### config.mk
export PLATFORM = sky130hd
export DESIGN_NAME = charger_control_regs
export DESIGN_NICKNAME = d
export VERILOG_FILES = /design/src/include/charger_regs_pkg.sv /design/src/logic/charger_control_regs.sv /design/src/logic/fault_flag_cell.sv
export SDC_FILE = /design/constraint.sdc
export NUM_CORES = 1
export LEC_CHECK = 0
export BUFFER_PORTS_ARGS = -buffer_cell sky130_fd_sc_hd__buf_2
export CORE_MARGIN = 10
export CORE_UTILIZATION = 45
export CTS_CLUSTER_DIAMETER = 80
export CTS_CLUSTER_SIZE = 14
export DETAILED_ROUTE_END_ITERATION = 12
export PLACE_DENSITY = 0.61
export SYNTH_ARGS = -nofsm -noshare
export SYNTH_HDL_FRONTEND = slang
export SYNTH_HIERARCHICAL = 1
export SYNTH_SLANG_ARGS = --single-unit
### constraint.sdc
create_clock -name sys_clk -period 4.9 [get_ports sys_clk]
set_input_delay 0.49 -clock sys_clk [delete_from_list [all_inputs] [get_ports sys_clk]]
set_output_delay 0.49 -clock sys_clk [all_outputs]
set_load 0.005 [all_outputs]
### src/include/charger_regs_pkg.sv
// register map constants, field layout and carrier types for the
// charger control byte registers.
// assumes a byte-wide host access port decoded by 8-bit offset.
//
// Functional notes
// - a set mask bit keeps its fault event from asserting the interrupt
// - mask bits: 7 bat ov, 6 bat oc, 5 bus ov, 4 bus oc, 3..0 temps
// - mask register at 0x12, read/write, reset zero, watchdog leaves it
// - part register 0x13: 4-bit code in [3:0], upper bits fixed
// - register reset clears control bits 7..2 and 0; bit 1 reads zero
// - bit 7 enables converter; bit 6 selects continuous or one-shot
// - bit 5 selects running average; bit 4 zero seeds from stored result
// - bit 4 set seeds the running average from a fresh conversion
// - bits 3:2 select resolution 15,14,13,12 bits; reset 00
// - bit 0 set skips input-current channel conversion
// - fault flags latch events, clear on flag read; mask not involved
package charger_regs_pkg;
   localparam logic [7:0] flag_offset       = 8'h11;
   localparam logic [7:0] mask_offset       = 8'h12;
   localparam logic [7:0] part_offset       = 8'h13;
   localparam logic [7:0] control_offset    = 8'h14;
   localparam logic [7:0] mask_reset        = 8'h00;
   localparam logic [7:0] control_reset     = 8'h00;
   // upper nibble of the part byte is fixed at 0001
   localparam logic [3:0] part_upper_fixed  = 4'h1;
   // arbitrary identification value, not a real part
   localparam logic [3:0] part_code_default = 4'h5;
   localparam int         enable_bit        = 7;
   localparam int         rate_bit          = 6;
   localparam int         average_bit       = 5;
   localparam int         seed_bit          = 4;
   localparam int         speed_msb         = 3;
   localparam int         speed_lsb         = 2;
   localparam int         reserved_bit      = 1;
   localparam int         current_off_bit   = 0;
   // every bit but reserved bit 1 is writable; bit 1 stays zero
   localparam logic [7:0] control_writable  = 8'hfd;
   localparam logic [7:0] control_wd_clear  = 8'h80;

   typedef struct packed {
      logic battery_overvoltage_mask;
      logic battery_overcurrent_mask;
      logic input_overvoltage_mask;
      logic input_overcurrent_mask;
      logic temp_sense_alarm_mask;
      logic battery_overtemp_mask;
      logic connector_overtemp_mask;
      logic die_overtemp_mask;
   } fault_bits_t;

   typedef struct packed {
      logic       converter_enable;
      logic       one_shot;
      logic       averaging_select;
      logic       averaging_seed_select;
      logic [1:0] sample_speed;
      logic       input_current_channel_off;
   } converter_cfg_t;

   typedef struct packed {
      logic       wr;
      logic       rd;
      logic [7:0] addr;
      logic [7:0] wdata;
   } host_access_t;
endpackage

### src/logic/charger_control_regs.sv
// fault mask, part identification and converter control registers of
// the charger, with fault flag latching and converter sequencing.
// assumes a host bridge presenting one-cycle byte reads and writes, and
// fault and converter status inputs synchronous to sys_clk except the
// fault inputs, which come from analog comparators and are synchronised.
`timescale 1ns/1ps
module charger_control_regs (
   input  wire logic                             sys_clk,
   input  wire logic                             rst,
   input  wire logic                             reg_reset,
   input  wire logic                             watchdog_expired,
   input  wire charger_regs_pkg::host_access_t   host,
   output charger_regs_pkg::fault_bits_t         fault_events_async_unused,
   input  wire charger_regs_pkg::fault_bits_t    fault_events,
   input  wire logic                             pass_done,
   output logic [7:0]                            rdata,
   output logic                                  rvalid,
   output logic                                  int_n,
   output charger_regs_pkg::converter_cfg_t      converter_cfg,
   output logic                                  converter_run,
   output logic                                  seed_from_fresh
);
   import charger_regs_pkg::*;

   typedef enum {conv_idle, conv_running, conv_stopped} conv_state_t;

   fault_bits_t    mask_reg;
   logic [7:0]     control_reg;
   fault_bits_t    sync1, sync2, sync3, stable;
   fault_bits_t    flags, irq_req;
   conv_state_t    state, next_state;
   logic           int_pulse_hold;

   wire            write_mask    = host.wr && host.addr == mask_offset;
   wire            write_control = host.wr && host.addr == control_offset;
   wire            read_flags    = host.rd && host.addr == flag_offset;
   wire            enabled       = control_reg[enable_bit];
   wire            one_shot      = control_reg[rate_bit];
   wire            any_irq       = |irq_req;
   wire [7:0]      part_byte     = {part_upper_fixed, part_code_default};
   logic [7:0]     next_rdata;

   // three-stage synchroniser; a change counts once stages 2 and 3 agree
   always_ff @(posedge sys_clk) begin
      if (rst) begin
         sync1 <= '0;
         sync2 <= '0;
         sync3 <= '0;
         stable <= '0;
      end else begin
         sync1 <= fault_events;
         sync2 <= sync1;
         sync3 <= sync2;
         stable <= (sync2 == sync3) ? sync3 : stable;
      end
   end

   for (genvar i = 0; i < 8; i++) begin : g_flag
      fault_flag_cell u_cell (
         .sys_clk       (sys_clk),
         .rst           (rst),
         .reg_reset     (reg_reset),
         .event_in      (stable[i]),
         .clear_on_read (read_flags),
         .mask          (mask_reg[i]),
         .flag          (flags[i]),
         .irq_request   (irq_req[i])
      );
   end

   // mask register: register reset clears, watchdog has no effect
   always_ff @(posedge sys_clk) begin
      if (rst || reg_reset) begin
         mask_reg <= mask_reset;
      end else if (write_mask) begin
         mask_reg <= host.wdata;
      end
   end

   // control register; bit 1 never stored
   always_ff @(posedge sys_clk) begin
      if (rst || reg_reset) begin
         control_reg <= control_reset;
      end else if (write_control) begin
         control_reg <= host.wdata & control_writable;
      end else if (watchdog_expired) begin
         control_reg <= control_reg & ~control_wd_clear;
      end else if (state == conv_running && next_state == conv_stopped) begin
         // one-shot done: drop enable so the host sees the stop
         control_reg <= control_reg & ~control_wd_clear;
      end
   end

   always_comb begin
      next_state = state;
      case (state)
         conv_idle: begin
            if (enabled) begin
               next_state = conv_running;
            end
         end
         conv_running: begin
            if (!enabled) begin
               next_state = conv_idle;
            end else if (one_shot && pass_done) begin
               next_state = conv_stopped;
            end
         end
         conv_stopped: begin
            // wait for a new request or continuous mode
            if (enabled && (write_control || !one_shot)) begin
               next_state = conv_running;
            end else if (!enabled) begin
               next_state = conv_idle;
            end
         end
         default: next_state = conv_idle;
      endcase
   end

   always_ff @(posedge sys_clk) begin
      if (rst || reg_reset) begin
         state <= conv_idle;
      end else begin
         state <= next_state;
      end
   end

   always_comb begin
      case (host.addr)
         flag_offset:    next_rdata = flags;
         mask_offset:    next_rdata = mask_reg;
         part_offset:    next_rdata = part_byte;
         control_offset: next_rdata = control_reg;
         default:        next_rdata = 8'h00;
      endcase
   end

   always_ff @(posedge sys_clk) begin
      if (rst) begin
         rdata <= 8'h00;
         rvalid <= 1'b0;
         int_n <= 1'b1;
         int_pulse_hold <= 1'b0;
         converter_cfg <= '0;
         converter_run <= 1'b0;
         seed_from_fresh <= 1'b0;
         fault_events_async_unused <= '0;
      end else begin
         rdata <= host.rd ? next_rdata : rdata;
         rvalid <= host.rd;
         int_pulse_hold <= any_irq;
         int_n <= ~(any_irq | int_pulse_hold);
         converter_cfg <= '{
            converter_enable:          control_reg[enable_bit],
            one_shot:                  control_reg[rate_bit],
            averaging_select:          control_reg[average_bit],
            averaging_seed_select:     control_reg[seed_bit],
            sample_speed:              control_reg[speed_msb:speed_lsb],
            input_current_channel_off: control_reg[current_off_bit]
         };
         converter_run <= next_state == conv_running;
         // fresh seed only when averaging and bit 4 requests it
         seed_from_fresh <= control_reg[average_bit] & control_reg[seed_bit];
         fault_events_async_unused <= '0;
      end
   end
endmodule

### src/logic/fault_flag_cell.sv
// one latching fault flag with mask gating toward the interrupt.
// assumes the event is already synchronous to sys_clk.
`timescale 1ns/1ps
module fault_flag_cell (
   input  wire logic sys_clk,
   input  wire logic rst,
   input  wire logic reg_reset,
   input  wire logic event_in,
   input  wire logic clear_on_read,
   input  wire logic mask,
   output logic      flag,
   output logic      irq_request
);
   logic rise;
   logic event_prev;
   // a new occurrence only, so a persisting fault raises one interrupt
   assign rise = event_in & ~event_prev;
   always_ff @(posedge sys_clk) begin
      if (rst) begin
         event_prev <= 1'b0;
      end else begin
         event_prev <= event_in;
      end
   end
   always_ff @(posedge sys_clk) begin
      if (rst || reg_reset) begin
         flag <= 1'b0;
      end else if (event_in) begin
         flag <= 1'b1;
      end else if (clear_on_read) begin
         flag <= 1'b0;
      end
   end
   assign irq_request = rise & ~mask;
endmodule

* Yosys cells after proc, flatten, opt, wreduce, memory -nomap -nowiden
Index checks and enable logic that the tools add are counted.
Word-level totals: bits in registers 115, bits in latches 0, RAM bits 0, bits in read-only memories 0, bits of input ports 31, output and inout port bits 27, word-level logic and storage cells 155, memories 0
Cells by class: add/sub/neg operators 0, multiply operators 0, div/mod/pow operators 0, magnitude comparators 0, equal/unequal tests 10, shifts and indexed selects 0, mux-type cells 19, bitwise gates (word level) 35, reductions and logical operators 20
Operator list (number):
- 32-bit 2-to-1 mux | 5
- 32-bit by 2-bit == test with 1-bit output (second input constant) | 3
- 32-bit one-hot mux with 3 select lines | 1
- 32-bit by 1-bit == test with 1-bit output (second input constant) | 1
- 32-bit by 3-bit == test with 1-bit output (second input constant) | 1
- 8-bit by 5-bit == test with 1-bit output (second input constant) | 4
- 32-bit logical NOT | 1
- 8-bit one-hot mux with 4 select lines | 1
- 8-bit 2-to-1 mux | 3
- 1-bit AND | 17
- 1-bit NOT | 17
- 2-bit nonzero test | 8
- 1-bit 2-to-1 mux | 9
- 8-bit == test | 1
- 8-bit OR reduction | 1
- 1-bit logical AND | 6
- 3-bit nonzero test | 1
- 1-bit logical OR | 2
- 1-bit logical NOT | 1
- 1-bit OR | 1

* Logic depth before layout (Yosys ltp)
word-level depth 11, gate-level depth with buffers 6, gate-level depth less buffers 4

* Modules after synthesis
The synthesis kept the hierarchy.
Modules (own cells, without submodules):
- charger_control_regs | times used 1, cells an instance 319, area each 3393.3 µm², seq. area each 1981.9 µm²
- fault_flag_cell | times used 8, cells an instance 7, area each 78.8 µm², seq. area each 40.0 µm²

* Worst setup path before layout
OpenSTA, ideal clock, no wires.
path kind input-to-reg, start point in host[9] (netlist name), end point reg g_flag[0].u_cell.flag, setup time 115 ps, arrival 1860 ps, data required time 4785 ps, path slack 2925 ps, cell stages on the path 6, buffers on the path 2, cells stage by stage buf_2 clkbuf_1 nor3b_1 and4_1 nor2b_4 o21a_1
Between the ends: word-level cells in the longest chain between the ends 3
RTL lines:
- from (decl) | RTL line charger_control_regs.sv:12 | input wire charger_regs_pkg::host_access_t host,
- 8-bit by 5-bit == test with 1-bit output | RTL line charger_control_regs.sv:36 | wire read_flags = host.rd && host.addr == flag_offset;
- 1-bit logical AND | RTL line charger_control_regs.sv:36
- via read_flags | RTL line charger_control_regs.sv:36
- 2-bit nonzero test (no source line)
- to (signal assigned) | RTL line fault_flag_cell.sv:27 | flag <= 1'b0;
- to (signal assigned) | RTL line fault_flag_cell.sv:29 | flag <= 1'b1;
- to (signal assigned) | RTL line fault_flag_cell.sv:31 | flag <= 1'b0;
- to (decl) | RTL line fault_flag_cell.sv:11 | output logic flag,
The timed path passes the listed nets, and every way through them passes these cells. A chain may end at the register's enable or synchronous reset.

* Final worst setup path
start point reg control_reg[7], end point reg state[1]
Between the ends: word-level cells in the longest chain between the ends 3, elaborated cells between the ends (all ways) 6, those cells by class mux (5); reduce/logical (1)
RTL lines:
- from (decl) | RTL line charger_control_regs.sv:28 | logic [7:0] control_reg;
- from (signal assigned) | RTL line charger_control_regs.sv:83 | control_reg <= control_reset;
- from (signal assigned) | RTL line charger_control_regs.sv:85 | control_reg <= host.wdata & control_writable;
- from (signal assigned) | RTL line charger_control_regs.sv:87 | control_reg <= control_reg & ~control_wd_clear;
- 32-bit 2-to-1 mux or 1-bit logical AND (tied branches) | RTL line charger_control_regs.sv:113, charger_control_regs.sv:111
- 32-bit 2-to-1 mux | RTL line charger_control_regs.sv:111 | if (enabled && (write_control || !one_shot)) begin
- 32-bit one-hot mux with 3 select lines * | RTL line charger_control_regs.sv:96 | case (state)
- to (signal assigned) | RTL line charger_control_regs.sv:123 | state <= conv_idle;
- to (signal assigned) | RTL line charger_control_regs.sv:125 | state <= next_state;
- to (decl) | RTL line charger_control_regs.sv:31 | conv_state_t state, next_state;
Mark *: on every way between the ends. The rest lies on a longest branch, timed or not.

==> impl_metrics.prom <==
# TYPE chip_impl_metric gauge
chip_impl_info{name="outcome",value="finished clean"} 1
chip_impl_metric{name="worst_setup_slack_post_dpl",unit="ns"} 2.62
chip_impl_metric{name="timing.fmax",unit="GHz"} 0.548
chip_impl_metric{name="tot_pwr",unit="uW"} 2240
chip_impl_metric{name="hold_violations",unit=""} 0
chip_impl_metric{name="initial_standard_cell_utilization_of_the_core",unit="%"} 46.1
chip_impl_metric{name="boundaryPins",unit=""} 58
chip_impl_metric{name="setup_violation_total_in_the_final_timing_report",unit=""} 0
chip_impl_metric{name="largest_register_ffs",unit=""} 32
chip_impl_metric{name="synthesis.instances",unit=""} 375
chip_impl_metric{name="netlist_area",unit="mm2"} 0.00402
chip_impl_metric{name="globalplace.congestion",unit=""} 0.827
chip_impl_info{name="clockRootBuffer",value="sky130_fd_sc_hd__clkbuf_8"} 1
chip_impl_metric{name="final_cell_count_no_fill",unit=""} 579
chip_impl_metric{name="postRouteAntennaNets",unit=""} 0
chip_impl_metric{name="routed_wl",unit="um"} 7840
chip_impl_metric{name="dieWidth",unit="um"} 115
chip_impl_metric{name="routed_wire_length_per_instance",unit="um"} 13.5
chip_impl_metric{name="area_share_of_xor_xnor_cells_in_the_synthesized_design",unit="%"} 1.74
chip_impl_metric{name="comb_power_share",unit="%"} 3.5
chip_impl_info{name="worst-setup-path-type",value="reg -> reg"} 1
chip_impl_metric{name="clk_pin_slew_worst_paths",unit="ns"} 0.06
chip_impl_metric{name="final_min_period_over_clock_period",unit="%"} 37.2
chip_impl_metric{name="cts_max_level",unit=""} 4
chip_impl_metric{name="final_hpwl_dp",unit="um"} 5420
chip_impl_metric{name="tightestPinTransition",unit="ns"} 0.778
chip_impl_metric{name="grt_start_max_net_pins",unit=""} 70
chip_impl_metric{name="cp_max_fo",unit=""} 4
chip_impl_metric{name="timing.final.ws_setup",unit="ns"} 3.08
chip_impl_metric{name="synth_area_per_cell",unit="um2"} 10.7
chip_impl_metric{name="nNetsFinal",unit=""} 489
chip_impl_metric{name="compound_gate_fraction_of_synth_area",unit="%"} 8.74
chip_impl_metric{name="swShare",unit="%"} 21.2
chip_impl_metric{name="synth_adder_area_share",unit="%"} 0
chip_impl_metric{name="final_layout_size_suffix_gt1_share",unit="%"} 20.8
chip_impl_metric{name="chipHeight",unit="um"} 115
chip_impl_metric{name="grt_remaining_overflow",unit=""} 0
chip_impl_info{name="rsz0062_at_grt",value="no"} 1
chip_impl_metric{name="switchingPower",unit="uW"} 474
chip_impl_metric{name="synthDominantCellAreaShare",unit="%"} 57.2
chip_impl_metric{name="synth-simple-area-share",unit="%"} 25.5
chip_impl_metric{name="report.final.slew_viol_count",unit=""} 0
chip_impl_metric{name="cts_max_path_buffers",unit=""} 2
chip_impl_info{name="crit_path_start_kind",value="flip-flop"} 1
chip_impl_metric{name="final.setup.tns",unit="ns"} 0
chip_impl_metric{name="placedCellCount",unit=""} 547
chip_impl_info{name="ys_top_cells_by_area",value="sky130_fd_sc_hd__dfxtp_1 57%, sky130_fd_sc_hd__nor2b_1 6.5%, sky130_fd_sc_hd__mux2i_1 3.5%"} 1
chip_impl_metric{name="peakVddDrop",unit="V"} 0.000235
chip_impl_metric{name="power.internal",unit="uW"} 1760
chip_impl_info{name="synthDominantAreaCellType",value="sky130_fd_sc_hd__dfxtp_1"} 1
chip_impl_metric{name="pwr_density_cell",unit="mW/mm2"} 446
chip_impl_metric{name="floorplan.die_area",unit="mm2"} 0.0131
chip_impl_metric{name="p_leak",unit="uW"} 0.00210
chip_impl_metric{name="floorplan.core_area",unit="mm2"} 0.00872
chip_impl_metric{name="number_of_distinct_library_cells_after_synthesis",unit=""} 38
chip_impl_metric{name="grt_pass1_wl",unit="um"} 13100
chip_impl_metric{name="holdBufCountCts",unit=""} 0
chip_impl_info{name="synth_top_family_by_area",value="simple AND/OR/NAND/NOR gates"} 1
chip_impl_metric{name="synthMuxAreaShare",unit="%"} 3.48
chip_impl_metric{name="fin_skew",unit="ns"} 0.0110
chip_impl_info{name="endpoint_kind",value="flip-flop"} 1
chip_impl_metric{name="filler_cell_count",unit=""} 768
chip_impl_metric{name="detailedRoute.firstPassIterationCount",unit=""} 5
chip_impl_metric{name="timing.critical_path.required",unit="ns"} 5.29
chip_impl_metric{name="synth.ff_latch_count",unit=""} 115
chip_impl_metric{name="critPathArrivalTime",unit="ns"} 2.21
chip_impl_metric{name="detail_route.vias_per_cell",unit=""} 4.68
chip_impl_metric{name="clock_sinks",unit=""} 115
chip_impl_metric{name="cts_buffers",unit=""} 17
chip_impl_metric{name="drt-initial-drc-count",unit=""} 164
chip_impl_metric{name="clockPowerShare",unit="%"} 53.2
chip_impl_metric{name="synth_sequential_area_ratio",unit="%"} 57.2
chip_impl_metric{name="rows",unit=""} 34
chip_impl_metric{name="post_cts_sizing",unit=""} 0
chip_impl_metric{name="drc_errors",unit=""} 0
chip_impl_info{name="worst_hold_path_type",value="in -> reg"} 1
chip_impl_metric{name="globalRouteTotalUtil",unit="%"} 12.5
chip_impl_metric{name="max-slew-margin-rel",unit="%"} 48.2
chip_impl_metric{name="num_vias",unit=""} 2710
chip_impl_metric{name="fin_worst_hold_slack",unit="ns"} 0.196
chip_impl_metric{name="power_frac_seq",unit="%"} 43.3
chip_impl_metric{name="clkLatencyLatePin",unit="ns"} 0.51
chip_impl_metric{name="buffer_ports.inserted",unit=""} 49
chip_impl_metric{name="synthToLayoutAreaGrowth",unit="%"} 24.6
chip_impl_metric{name="layout_min_cycle_time",unit="ns"} 1.82
chip_impl_metric{name="first_global_vias",unit=""} 2698
chip_impl_metric{name="yosysWarnings",unit=""} 6
chip_impl_info{name="clock_tree_from_tritoncts",value="built"} 1
chip_impl_metric{name="post_cts_buffers",unit=""} 0
chip_impl_info{name="largest_reg_by_ff_count",value="state"} 1
chip_impl_metric{name="grt_antenna_before_repair",unit=""} 0
chip_impl_metric{name="drv.max_cap_violation_count",unit=""} 0
chip_impl_metric{name="diodes",unit=""} 0
## power by group through the flow
stage          clock network [uW]  registers, uW  logic (uW)
4_1_cts                      1220            969        78.4
3_5_place_dp                    0            989        78.1
5_1_grt                      1260            971        88.7
6_report                     1190            969        78.1
3_3_place_gp                    0            988        76.5
2_1_floorplan                   0            987        55.4
## cell usage after synthesis
master	number
sky130_fd_sc_hd__a2111oi_2	1
sky130_fd_sc_hd__a21oi_1	27
sky130_fd_sc_hd__a311oi_1	1
sky130_fd_sc_hd__a311oi_2	1
sky130_fd_sc_hd__and2_1	8
sky130_fd_sc_hd__and4_1	3
sky130_fd_sc_hd__buf_2	1
sky130_fd_sc_hd__buf_4	8
sky130_fd_sc_hd__clkbuf_1	14
sky130_fd_sc_hd__conb_1	1
sky130_fd_sc_hd__dfxtp_1	115
sky130_fd_sc_hd__inv_1	3
sky130_fd_sc_hd__mux2i_1	14
sky130_fd_sc_hd__nand2_1	5
sky130_fd_sc_hd__nand2b_1	8
sky130_fd_sc_hd__nand3_1	9
sky130_fd_sc_hd__nand3b_1	10
sky130_fd_sc_hd__nand4_1	3
sky130_fd_sc_hd__nand4_2	1
sky130_fd_sc_hd__nand4_4	1
sky130_fd_sc_hd__nand4b_1	2
sky130_fd_sc_hd__nor2_1	27
sky130_fd_sc_hd__nor2b_1	42
sky130_fd_sc_hd__nor2b_4	8
sky130_fd_sc_hd__nor3_1	1
sky130_fd_sc_hd__nor3b_1	10
sky130_fd_sc_hd__nor3b_4	1
sky130_fd_sc_hd__nor4_1	8
sky130_fd_sc_hd__nor4b_1	1
sky130_fd_sc_hd__nor4b_4	2
sky130_fd_sc_hd__o2111a_1	1
sky130_fd_sc_hd__o21a_1	8
sky130_fd_sc_hd__o21ai_0	18
sky130_fd_sc_hd__o21ba_2	1
sky130_fd_sc_hd__o22ai_1	1
sky130_fd_sc_hd__or2_2	1
sky130_fd_sc_hd__or3_1	1
sky130_fd_sc_hd__xnor2_1	8
## critical path, stage by stage, from the launching register on
cell and delay (ns):
sky130_fd_sc_hd__dfxtp_1 0.41, sky130_fd_sc_hd__nor4b_1 0.31, sky130_fd_sc_hd__nand4_1 0.27, sky130_fd_sc_hd__or3_1 0.46, sky130_fd_sc_hd__a2111oi_2 0.26
## placed cells by master, fill, tap and decap left out, types with 5 or more instances in the layout
cell type	Yosys	layout
sky130_fd_sc_hd__dfxtp_1	115	115
sky130_fd_sc_hd__buf_2	1	49
sky130_fd_sc_hd__nor2b_1	42	42
sky130_fd_sc_hd__conb_1	1	38
sky130_fd_sc_hd__nor2_1	27	27
sky130_fd_sc_hd__a21oi_1	27	27
sky130_fd_sc_hd__o21ai_0	18	18
sky130_fd_sc_hd__clkbuf_16	0	16
sky130_fd_sc_hd__mux2i_1	14	14
sky130_fd_sc_hd__nor3b_1	10	10
sky130_fd_sc_hd__nand3b_1	10	10
sky130_fd_sc_hd__nand3_1	9	9
sky130_fd_sc_hd__nand2b_1	8	8
sky130_fd_sc_hd__nor4_1	8	8
sky130_fd_sc_hd__and2_1	8	8
sky130_fd_sc_hd__xnor2_1	8	8
sky130_fd_sc_hd__nor2b_4	8	8
sky130_fd_sc_hd__o21a_1	8	8
sky130_fd_sc_hd__clkinv_2	0	6
sky130_fd_sc_hd__nand2_1	5	5
## final timing paths
| kind | cells past startpoint | from | to | slack, ns |
|---|---|---|---|---|
| hold / removal | 2 | fault_events[5] | sync1[5] | 0.20 |
| setup / recovery | 4 | control_reg[7] | state[1] | 3.08 |
| setup reg to reg | 4 | control_reg[7] | state[1] | 3.08 |
| hold reg to reg | 1 | int_pulse_hold | int_n | 0.42 |
## per-layer routing
layer	wire, um	share of wire, %	vias to the layer above	global-route usage [%]
li1	-	-	1404	-
met1	3590	46	1244	14.2
met2	3710	47	51	20.1
met3	423	5.4	11	4.66
met4	119	1.5	0	6.02
met5	0	0	-	0
## cell families after synthesis
family	after synthesis
other cells	1
simple gates	152
xor+xnor	8
buf+inv	26
flops	115
mux	14
compound gates	59
## stage by stage
step	utilization, %	cell area (um2)
after floorplan	-	4160
after global placement	50.8	4430
after detailed placement	50.8	4430
final	57.5	5010
after global routing	57.5	5010
after CTS	57.5	5010
## final cells by class
class | instances | area (um2) | area share (%)
clock inverter | 14 | 161 | 3.22
clock buffer | 18 | 418 | 8.34
inverter | 3 | 11.3 | 0.225
sequential | 115 | 2300 | 45.9
tap | 108 | 135 | 2.70
multi-input combinational | 271 | 1730 | 34.5
timing repair buffer | 50 | 253 | 5.04
Power figures use the tool's default switching activity.
